## config.mk

```make
export PLATFORM = sky130hd
export DESIGN_NAME = asp_core
export DESIGN_NICKNAME = d
export VERILOG_FILES = /design/src/rtl/asp_fifo.v /design/src/rtl/asp_core.v
export VERILOG_INCLUDE_DIRS = /design/src /design/src/common
export SDC_FILE = /design/constraint.sdc
export NUM_CORES = 1
export LEC_CHECK = 0
export ABC_AREA = 1
export ABC_CLOCK_PERIOD_IN_PS = 4500
export BUFFER_PORTS_ARGS = -buffer_cell sky130_fd_sc_hd__buf_2
export CAP_MARGIN = 20
export CORE_UTILIZATION = 25
export DETAILED_ROUTE_END_ITERATION = 7
export GPL_TIMING_DRIVEN = 0
export PLACE_DENSITY_LB_ADDON = 0.12
export SYNTH_ARGS = -nofsm -noshare
export SYNTH_HDL_FRONTEND = slang
export SYNTH_SLANG_ARGS = --single-unit
```

## constraint.sdc

```tcl
create_clock -name clk -period 4.5 [get_ports clk]
set_input_delay 1.125 -clock clk [delete_from_list [all_inputs] [get_ports clk]]
set_output_delay 1.125 -clock clk [all_outputs]
set_load 0.05 [all_outputs]
```

## src/common/asp_consts.vh

```
// Purpose: Constants of the audio serial port
// Assumes: 40 MHz system clock
// Notes:   Included by every design file of the block
`ifndef ASP_CONSTS_VH
`define ASP_CONSTS_VH

// ****************************************
// Timing
// ****************************************
`define ASP_CLK_HZ        40000000
`define ASP_FS_MAX_HZ     48000
`define ASP_SLOT_BITS     32
// Bit clock half period, rounded up so the frame rate stays at or under the limit
`define ASP_BCLK_HALF     ((`ASP_CLK_HZ + 2 * 2 * `ASP_SLOT_BITS * `ASP_FS_MAX_HZ - 1) / (2 * 2 * `ASP_SLOT_BITS * `ASP_FS_MAX_HZ))
// Shortest legal frame in system clocks
`define ASP_FRAME_MIN     (`ASP_CLK_HZ / `ASP_FS_MAX_HZ)
`define ASP_MCLK_HALF     2

// ****************************************
// Encodings
// ****************************************
`define ASP_FMT_STD       2'h0
`define ASP_FMT_LEFT      2'h1
`define ASP_FMT_RIGHT     2'h2
`define ASP_WID_8         2'h0
`define ASP_WID_16        2'h1
`define ASP_WID_24        2'h2

// ****************************************
// Buffer
// ****************************************
`define ASP_SAMPLE_W      24
`define ASP_FIFO_DEPTH    8
`define ASP_FIFO_AW       3

`endif

```

## src/rtl/asp_fifo.v

```verilog
// Purpose: Sample FIFO with valid/ready on both sides
// Assumes: One clock, asynchronous active-high reset
// Notes:   DEPTH must equal 2**AW
`timescale 1ns/1ps
`include "asp_consts.vh"

module asp_fifo #(
	parameter WIDTH = `ASP_SAMPLE_W,
	parameter DEPTH = `ASP_FIFO_DEPTH,
	parameter AW    = `ASP_FIFO_AW
) (
	input  wire             clk,
	input  wire             rst,
	input  wire [WIDTH-1:0] in_data,
	input  wire             in_valid,
	output wire             in_ready,
	output wire [WIDTH-1:0] out_data,
	output wire             out_valid,
	input  wire             out_ready
);

	reg [WIDTH-1:0] mem [0:DEPTH-1];
	reg [AW-1:0]    wr_ptr;
	reg [AW-1:0]    rd_ptr;
	reg [AW:0]      count;

	wire push = in_valid & in_ready;
	wire pop  = out_valid & out_ready;

	assign in_ready  = (count != DEPTH[AW:0]);
	assign out_valid = (count != {(AW+1){1'b0}});
	assign out_data  = mem[rd_ptr];

	always @(posedge clk) begin
		if (push) begin
			mem[wr_ptr] <= in_data;
		end
	end

	always @(posedge clk or posedge rst) begin
		if (rst) begin
			wr_ptr <= {AW{1'b0}};
			rd_ptr <= {AW{1'b0}};
			count  <= {(AW+1){1'b0}};
		end else begin
			if (push) begin
				wr_ptr <= wr_ptr + {{(AW-1){1'b0}}, 1'b1};
			end
			if (pop) begin
				rd_ptr <= rd_ptr + {{(AW-1){1'b0}}, 1'b1};
			end
			if (push & ~pop) begin
				count <= count + {{AW{1'b0}}, 1'b1};
			end else if (pop & ~push) begin
				count <= count - {{AW{1'b0}}, 1'b1};
			end
		end
	end

endmodule // asp_fifo

```

## src/rtl/asp_core.v

```verilog
// Purpose: Full-duplex audio serial port, master or slave
// Assumes: Config inputs come from logic on clk and change only while idle
// Notes:   Every slot is 32 bit clocks wide; two slots per frame
`timescale 1ns/1ps
`include "asp_consts.vh"

module asp_core (
	input  wire        clk,
	input  wire        rst,
	input  wire        cfg_master,
	input  wire [1:0]  cfg_format,
	input  wire [1:0]  cfg_width,
	input  wire        cfg_mclk_en,
	input  wire [23:0] tx_data,
	input  wire        tx_valid,
	output wire        tx_ready,
	output reg  [23:0] rx_data,
	output reg         rx_right,
	output reg         rx_valid,
	output reg         tx_underrun,
	output reg         rate_fault,
	output reg         master_clock_out,
	input  wire        bit_clock_in,
	output reg         bit_clock_out,
	output wire        bit_clock_oe,
	input  wire        word_select_clock_in,
	output reg         word_select_clock_out,
	output wire        word_select_clock_oe,
	input  wire        serial_data_in,
	output reg         serial_data_out
);

	localparam [31:0] BCLK_HALF_W  = `ASP_BCLK_HALF - 1;
	localparam [31:0] FRAME_MIN_W  = `ASP_FRAME_MIN;
	localparam [31:0] MCLK_HALF_W  = `ASP_MCLK_HALF - 1;
	localparam [7:0]  BCLK_HALF_M1 = BCLK_HALF_W[7:0];
	localparam [9:0]  FRAME_MIN    = FRAME_MIN_W[9:0];
	localparam [3:0]  MCLK_HALF_M1 = MCLK_HALF_W[3:0];
	// ****************************************
	// Helpers
	// ****************************************
	function [5:0] width_bits;
		input [1:0] wsel;
		begin
			case (wsel)
				`ASP_WID_8:  width_bits = 6'h08;
				`ASP_WID_16: width_bits = 6'h10;
				default:     width_bits = 6'h18;
			endcase
		end
	endfunction
	function [5:0] data_offset;
		input [1:0] fmt;
		input [1:0] wsel;
		begin
			case (fmt)
				`ASP_FMT_LEFT:  data_offset = 6'h00;
				`ASP_FMT_RIGHT: data_offset = 6'h20 - width_bits(wsel);
				default:        data_offset = 6'h01;
			endcase
		end
	endfunction
	function in_data;
		input [5:0] c;
		input [1:0] fmt;
		input [1:0] wsel;
		reg [5:0] p;
		begin
			p = c - data_offset(fmt, wsel);
			in_data = (c >= data_offset(fmt, wsel)) && (p < width_bits(wsel));
		end
	endfunction
	// MSB-first bit of a left-aligned word at slot position c
	function tx_bit;
		input [23:0] word;
		input [5:0]  c;
		input [1:0]  fmt;
		input [1:0]  wsel;
		reg [5:0] p;
		begin
			p = c - data_offset(fmt, wsel);
			if (in_data(c, fmt, wsel)) begin
				tx_bit = word[5'h17 - p[4:0]];
			end else begin
				tx_bit = 1'b0;
			end
		end
	endfunction
	function [23:0] align_left;
		input [23:0] d;
		input [1:0]  wsel;
		begin
			case (wsel)
				`ASP_WID_8:  align_left = {d[7:0], 16'h0000};
				`ASP_WID_16: align_left = {d[15:0], 8'h00};
				default:     align_left = d;
			endcase
		end
	endfunction

	// ****************************************
	// Pin synchronisers
	// ****************************************
	reg [1:0] bck_sync;
	reg [1:0] ws_sync;
	reg [1:0] sdi_sync;
	reg       bck_last;
	always @(posedge clk or posedge rst) begin
		if (rst) begin
			bck_sync <= 2'h0;
			ws_sync  <= 2'h0;
			sdi_sync <= 2'h0;
			bck_last <= 1'b0;
		end else begin
			bck_sync <= {bck_sync[0], bit_clock_in};
			ws_sync  <= {ws_sync[0], word_select_clock_in};
			sdi_sync <= {sdi_sync[0], serial_data_in};
			bck_last <= bck_sync[1];
		end
	end
	wire ext_rise = bck_sync[1] & ~bck_last;
	wire ext_fall = ~bck_sync[1] & bck_last;

	// ****************************************
	// Master clock generation
	// ****************************************
	reg [7:0] div_cnt;
	reg [5:0] fcnt;
	wire      int_tick  = (div_cnt == BCLK_HALF_M1);
	wire      int_rise  = cfg_master & int_tick & ~bit_clock_out;
	wire      int_fall  = cfg_master & int_tick & bit_clock_out;
	wire [5:0] next_fcnt = fcnt + 6'h01;
	assign bit_clock_oe         = cfg_master;
	assign word_select_clock_oe = cfg_master;
	always @(posedge clk or posedge rst) begin
		if (rst) begin
			div_cnt               <= 8'h00;
			bit_clock_out         <= 1'b0;
			fcnt                  <= 6'h00;
			word_select_clock_out <= 1'b0;
		end else if (!cfg_master) begin
			div_cnt               <= 8'h00;
			bit_clock_out         <= 1'b0;
			fcnt                  <= 6'h00;
			word_select_clock_out <= 1'b0;
		end else begin
			div_cnt <= int_tick ? 8'h00 : div_cnt + 8'h01;
			if (int_tick) begin
				bit_clock_out <= ~bit_clock_out;
			end
			if (int_fall) begin
				fcnt                  <= next_fcnt;
				word_select_clock_out <= next_fcnt[5];
			end
		end
	end

	// Runs regardless of mode so parts without a reference can be fed
	reg [3:0] mdiv;
	always @(posedge clk or posedge rst) begin
		if (rst) begin
			mdiv             <= 4'h0;
			master_clock_out <= 1'b0;
		end else if (!cfg_mclk_en) begin
			mdiv             <= 4'h0;
			master_clock_out <= 1'b0;
		end else if (mdiv == MCLK_HALF_M1) begin
			mdiv             <= 4'h0;
			master_clock_out <= ~master_clock_out;
		end else begin
			mdiv <= mdiv + 4'h1;
		end
	end

	// ****************************************
	// Slot tracking
	// ****************************************
	wire rise   = cfg_master ? int_rise : ext_rise;
	wire fall   = cfg_master ? int_fall : ext_fall;
	wire ws_cur = cfg_master ? next_fcnt[5] : ws_sync[1];
	reg       ws_last;
	reg [5:0] cnt;
	reg       synced;
	reg       chan;
	wire       slot_start = fall & (ws_cur != ws_last);
	wire [5:0] next_cnt   = slot_start ? 6'h00 : ((cnt == 6'h3F) ? cnt : cnt + 6'h01);
	always @(posedge clk or posedge rst) begin
		if (rst) begin
			ws_last <= 1'b0;
			cnt     <= 6'h3F;
			synced  <= 1'b0;
			chan    <= 1'b0;
		end else if (fall) begin
			ws_last <= ws_cur;
			cnt     <= next_cnt;
			if (slot_start) begin
				synced <= 1'b1;
				chan   <= ws_cur;
			end
		end
	end

	// ****************************************
	// Transmit path
	// ****************************************
	wire [23:0] fifo_data;
	wire        fifo_valid;
	wire        fifo_pop = slot_start; // Drain stalls between slots, so the FIFO can fill
	wire [23:0] load_word = fifo_valid ? align_left(fifo_data, cfg_width) : 24'h000000;
	reg  [23:0] tx_word;
	asp_fifo #(
		.WIDTH (`ASP_SAMPLE_W),
		.DEPTH (`ASP_FIFO_DEPTH),
		.AW    (`ASP_FIFO_AW)
	) u_tx_fifo (
		.clk       (clk),
		.rst       (rst),
		.in_data   (tx_data),
		.in_valid  (tx_valid),
		.in_ready  (tx_ready),
		.out_data  (fifo_data),
		.out_valid (fifo_valid),
		.out_ready (fifo_pop)
	);
	// Updated on the falling edge so the bit is stable for the next rising edge
	always @(posedge clk or posedge rst) begin
		if (rst) begin
			tx_word         <= 24'h000000;
			serial_data_out <= 1'b0;
			tx_underrun     <= 1'b0;
		end else begin
			tx_underrun <= slot_start & ~fifo_valid;
			if (slot_start) begin
				tx_word         <= load_word;
				serial_data_out <= tx_bit(load_word, next_cnt, cfg_format, cfg_width);
			end else if (fall) begin
				serial_data_out <= synced & tx_bit(tx_word, next_cnt, cfg_format, cfg_width);
			end
		end
	end

	// ****************************************
	// Receive path
	// ****************************************
	reg [23:0] rx_shift;
	wire [5:0] rx_pos  = cnt - data_offset(cfg_format, cfg_width);
	wire       rx_take = rise & synced & in_data(cnt, cfg_format, cfg_width);
	always @(posedge clk or posedge rst) begin
		if (rst) begin
			rx_shift <= 24'h000000;
			rx_data  <= 24'h000000;
			rx_right <= 1'b0;
			rx_valid <= 1'b0;
		end else begin
			rx_valid <= 1'b0;
			if (slot_start) begin
				rx_shift <= 24'h000000;
			end else if (rx_take) begin
				rx_shift <= {rx_shift[22:0], sdi_sync[1]};
				if (rx_pos == width_bits(cfg_width) - 6'h01) begin
					rx_data  <= {rx_shift[22:0], sdi_sync[1]};
					rx_right <= chan;
					rx_valid <= 1'b1;
				end
			end
		end
	end

	// ****************************************
	// Frame rate watch, slave only
	// ****************************************
	// Master timing meets the limit by construction
	reg [9:0] frame_cnt;
	reg       frame_seen;
	always @(posedge clk or posedge rst) begin
		if (rst) begin
			frame_cnt  <= 10'h000;
			frame_seen <= 1'b0;
			rate_fault <= 1'b0;
		end else begin
			rate_fault <= 1'b0;
			if (cfg_master) begin
				frame_cnt  <= 10'h000;
				frame_seen <= 1'b0;
			end else if (slot_start & ~ws_cur) begin
				rate_fault <= frame_seen & (frame_cnt < FRAME_MIN);
				frame_cnt  <= 10'h000;
				frame_seen <= 1'b1;
			end else if (frame_cnt != 10'h3FF) begin
				frame_cnt <= frame_cnt + 10'h001;
			end
		end
	end

endmodule // asp_core

```

---- After elaboration in Yosys (flattened, before gate mapping) ----
Memories as Yosys holds them, arrays and structs flattened.
Cells that the tools add are included.
storage, ports and cells
  bits in registers ....................... 134
  memory bits (writable) .................. 192
  output and inout port bits .............. 35
  word-level logic and storage cells ...... 166
  memories kept ........................... 1
memories
  name           depth  width  rd ports  clocked after Yosys merged registers in  wr ports  RTL line       RTL
  u_tx_fifo.mem  8      24     1         0                                        1         asp_fifo.v:22  reg [WIDTH-1:0] mem [0:DEPTH-1];
cells by class
  $add $sub $neg .......................... 18
  order comparisons ....................... 9
  equality and inequality tests ........... 13
  multiplexer cells ....................... 61
  bitwise gates (word level) .............. 25
  reduce and logical (&&, ||, !) cells .... 12
operators by type and width
  kind                   number
  $mux 6                 16
  $pmux 24 s2            1
  $mux 23                2
  $pmux 6 s2             3
  $mux 10                3
  $mux 1                 26
  $mux 24                1
  $ge 6x6->1             3
  $lt 6x6->1             3
  $sub 6x6->6            3
  $sub 6x6->6 const A    3
  $and 1x1->1            16
  $mux 4                 4
  $mux 8                 2
  $add 6x1->6 const B    2
  $lt 5x6->1 const B     2
  $add 10x1->10 const B  1
  $bmux 1 s5             2
  $lt 10x10->1 const B   1
  $ne 10x10->1 const B   1
  $pmux 5 s2             1
  $sub 5x5->5 const A    2
  $not 1->1              9
  $add 4x1->4 const B    2
  20 further kinds       29

---- Longest topological paths before layout ----
  depth in word-level cells ............... 20
  gate-level depth with buffers ........... 25
  mapped depth without buffers ............ 23

---- Cells and area by module ----
A second synthesis with hierarchy kept.
second synthesis, totals
  cell total of the unflattened synthesis .. 1732
  area total of the unflattened synthesis .. 15443.6 sq um
by module, submodules not included
  module    times used  cells an instance  area each (sq um)  seq. area each (sq um)
  asp_fifo  1           909                8833.5             6015.8
  asp_core  1           823                6610.1             3085.5

---- Least setup slack after synthesis ----
Ideal clock, no wire load.
  kind .................................... input to register
  start ................................... input port cfg_width[1]
  end ..................................... register rx_data[16]
  setup time .............................. 130 ps
  data arrival time ....................... 3845 ps
  setup slack ............................. 525 ps
  cell stages on the path ................. 16
  buffers on the path ..................... 1
  cells stage by stage .................... nor2_1 -> ha_1 -> nand3b_1 -> ha_1 -> inv_1 -> or2_1 -> nand2_1 -> inv_1 -> ha_1 -> a21oi_1 -> o2111ai_1 -> nor3_1 -> nand2_1 -> clkbuf_1 -> nand2_1 -> o21ai_0
between the ends
  word-level cells in the longest chain between the ends .. 10
  elaborated cells on any way between the ends .. 16
  those cells by class .................... 3 x add/sub; 2 x order compare; 2 x eq/ne; 5 x mux; 1 x bitwise; 3 x reduce/logical
ends and longest elaborated chain
  item                                           RTL line                       RTL
  start, declared                                asp_core.v:12                  input wire [1:0] cfg_width,
  $eq 2x1->1 or $logic_not 2->1 (tied branches)  asp_core.v:45                  case (wsel)
  $pmux 5 s2 (*)                                 asp_core.v:45
  $mux 6                                         asp_core.v:56                  case (fmt)
  $sub 6x6->6                                    asp_core.v:58                  `ASP_FMT_RIGHT: data_offset = 6'h20 - width_bits(wsel);
  $pmux 6 s2                                     asp_core.v:56
  $sub 6x6->6                                    asp_core.v:69, asp_core.v:246
  $lt 6x6->1                                     asp_core.v:70                  in_data = (c >= data_offset(fmt, wsel)) && (p < width_bits(wsel));
  $logic_and 1x1->1                              asp_core.v:70
  $and 1x1->1                                    asp_core.v:247                 wire rx_take = rise & synced & in_data(cnt, cfg_format, cfg_width);
  $reduce_and 3->1 (no line) (*)                 -
  end signal, assigned                           asp_core.v:261                 rx_data <= {rx_shift[22:0], sdi_sync[1]};
  end, declared                                  asp_core.v:17                  output reg [23:0] rx_data,
Every way passes the cells marked *; elsewhere a longest branch is shown, timed or not. The select of a mux whose other input is x is not followed.
A chain may end at the register's enable or synchronous reset.

---- Worst setup path in the final report ----
  start ................................... input port cfg_width[0]
  end ..................................... register rx_data[16]
Same word-level chain as after synthesis.

==> flow_metrics.tcl <==
set metrics [dict create \
    wl_um 43300 \
    yosys_warnings 0 \
    endpoint_kind "flip-flop" \
    root_buffer "clkbuf_16" \
    multiInputGateArea_um2 4920 \
    drive_gt1_frac 0.129 \
    gr-total-overflow 0 \
    hpwl_um 29600 \
    leakage_nw 7.35 \
    hold_viol 0 \
    critPathMaxFanout 11 \
    synth.avg_cell_area_um2 9.69 \
    fmax_mhz 250 \
    areaGrowthSynthToFinish_pct 18.8 \
    wl_per_cell_um 17.8 \
    initial_utilization 0.255 \
    final_core_util 0.303 \
    clock-sinks 325 \
    die_x_um 245 \
    synth_cell_types 53 \
    crit_arrival_ps 4420 \
    track_usage 0.148 \
    startpoint_type "primary input" \
    period_needed_ps 4000 \
    slew_violations 0 \
    placed_area_um2 16400 \
    post_cts_resized 0 \
    die_area_um2 60100 \
    crit_type "in -> reg" \
    final_cell_mix "nand2_1 (372), nand3_1 (192), edfxtp_1 (192)" \
    relSlewSlack 0.416 \
    ant_nets 0 \
    fp.dieH_um 245 \
    pwr_density_cell_nw_per_um2 620 \
    worstMarginPinSlew_ps 876 \
    synth_cells 1525 \
    post_cts_buffers 0 \
    clk_pin_slew_ps 60 \
    seqCellArea_um2 9100 \
    clockBufferDepth 3 \
    syn_nets 1591 \
    vias 10833 \
    clk-insertion-delay-late_ps 550 \
    grt_pass1_vias 10894 \
    hold_path_class "reg -> reg" \
    vdd_drop_max_mv 0.287 \
    h-tree-depth 2 \
    gp_congestion 0.799 \
    io_pins 71 \
    antenna_found_initial 2 \
    ys_ff_latch 325 \
    rows 88 \
    n_antenna_cell 0 \
    viasPerCell 4.44 \
    status "finished clean" \
    drt-initial-drc-count 710 \
    drtPass1Iterations 5 \
    netlist_area_um2 14800 \
    setup_viol 0 \
    skew_ps 30.9 \
    io_buffers 70 \
    stdcell_area_um2 17600 \
    drc 0 \
    grt_max_degree 40 \
    cts_hold_buf 0 \
    core_um2 58000 \
    rsz0062_at_grt "false" \
    layout_commonest_cell "nand2_1" \
    grt_pass1_wl_um 66900 \
    fillers 6069 \
    maxCapViolCount 0 \
    cts_tree "built" \
    required_ps 4920 \
    numCtsBuffers 38 \
    nNetsFinal 1713 \
    fin_crit_sh 0.890 \
    seq_area_frac_synth 0.616 \
]
## power by group
| group | switching (W) | leakage, nW | internal, W |
|---|---|---|---|
| registers | 0.000220 | 3.48 | 0.00372 |
| logic | 0.00280 | 3.29 | 0.00115 |
| clock network | 0.00125 | 0.576 | 0.00176 |
## registers in the layout (all words and copies together) (netlist names), 2 cells and up
register          count
u_tx_fifo.wr_ptr      3
sdi_sync              2
fcnt                  5
div_cnt               8
rx_shift             23
mdiv                  4
cnt                   6
bck_sync              2
rx_data              24
u_tx_fifo.mem       192
u_tx_fifo.count       4
u_tx_fifo.rd_ptr      3
ws_sync               2
tx_word              24
frame_cnt            10
## synthesized netlist by cell type (all sizes together)
| cell type | instances | area (µm²) |
|---|---|---|
| a21oi | 45 | 240 |
| nor4 | 1 | 6.26 |
| or2 | 3 | 18.8 |
| nor2 | 134 | 521 |
| fa | 1 | 20.0 |
| o211ai | 2 | 15.0 |
| xnor2 | 7 | 61.3 |
| xor2 | 11 | 104 |
| nand3b | 1 | 7.51 |
| ha | 29 | 363 |
| dfstp | 6 | 158 |
| dfrtp | 127 | 3180 |
| a21boi | 1 | 7.51 |
| a21o | 2 | 15.0 |
| nor3b | 2 | 20.0 |
| o21a | 3 | 30.0 |
| edfxtp | 192 | 5770 |
| nand4 | 3 | 25.0 |
| a31oi | 5 | 31.3 |
| nand3 | 196 | 1020 |
| o211a | 1 | 10.0 |
| o22ai | 1 | 6.26 |
| a2111oi | 1 | 8.76 |
| clkbuf | 31 | 116 |
| inv | 136 | 510 |
| o31ai | 2 | 15.0 |
| o21bai | 1 | 11.3 |
| buf | 36 | 196 |
| nand2 | 383 | 1480 |
| and2 | 1 | 6.26 |
| o2111ai | 1 | 8.76 |
| o21ai | 146 | 734 |
| nor3 | 10 | 50.1 |
| a211oi | 4 | 30.0 |
## metal layers
layer  track usage  vias to the layer above  part of all wire
met5             0                        -           0.00042
met4        0.0460                        4             0.025
met3        0.0237                       65             0.036
met2         0.250                      168              0.48
met1         0.192                     5238              0.46
li1              -                     5358                 -
## worst max-delay path, cell delays in order
cell and delay, ps:
buf_2 100, inv_1 40, nor2_1 40, clkbuf_2 260, ha_1 400, nand3b_1 200, ha_1 370, inv_1 60
or2_1 240, nand2_1 100, inv_1 50, ha_1 260, a21oi_1 160, o2111ai_1 170, nor3_1 180, nand2_1 160
clkbuf_1 300, nand2_1 110, o21ai_0 80
## kinds of logic (layout without fill, tap and decap cells)
family | Yosys count | after routing | synth area share
compound gates | 215 | 215 | 0.0787
xor+xnor | 18 | 18 | 0.0112
fa+ha+maj | 30 | 30 | 0.0259
buf+inv | 203 | 351 | 0.0557
flops | 325 | 325 | 0.616
simple gates | 734 | 734 | 0.213
## final cells by class
class / count / share of cell area
Inverter: 136 / 0.0293
Multi-Input combinational cell: 997 / 0.280
Clock buffer: 45 / 0.0568
Sequential cell: 325 / 0.518
Tap cell: 765 / 0.0545
Clock inverter: 21 / 0.0106
Buffer: 67 / 0.0179
Timing Repair Buffer: 82 / 0.0329
## metrics by stage
stage / cells / setup TNS, ps / power [W] / hold slack, ps / setup slack [ps]
2_1_floorplan: 1525 / 0 / 0.00647 / 331 / 525
3_3_place_gp: 2360 / -42300 / 0.00791 / 339 / -765
3_5_place_dp: 2372 / -17820 / 0.00801 / 335 / -451
4_1_cts: 2438 / 0 / 0.0111 / 349 / 139
5_1_grt: 2438 / 0 / 0.0117 / 359 / 27.3
6_report: 2438 / 0 / 0.0109 / 348 / 495
## final timing paths
kind	to	startpoint	cells past startpoint	slack [ps]
setup / recovery	rx_data[16]$_DFFE_PP0P_	cfg_width[0]	19	500
hold / removal	sdi_sync[1]$_DFF_PP0_	sdi_sync[0]$_DFF_PP0_	0	350
setup reg to reg	serial_data_out$_DFFE_PP0P_	div_cnt[0]$_DFF_PP0_	25	800
hold reg to reg	sdi_sync[1]$_DFF_PP0_	sdi_sync[0]$_DFF_PP0_	0	350
max in group asynchronous	cnt[4]$_DFFE_PP1P_	rst	4	2870
min in group asynchronous	bck_sync[1]$_DFF_PP0_	rst	2	720
(Power assumes the default switching activity.)
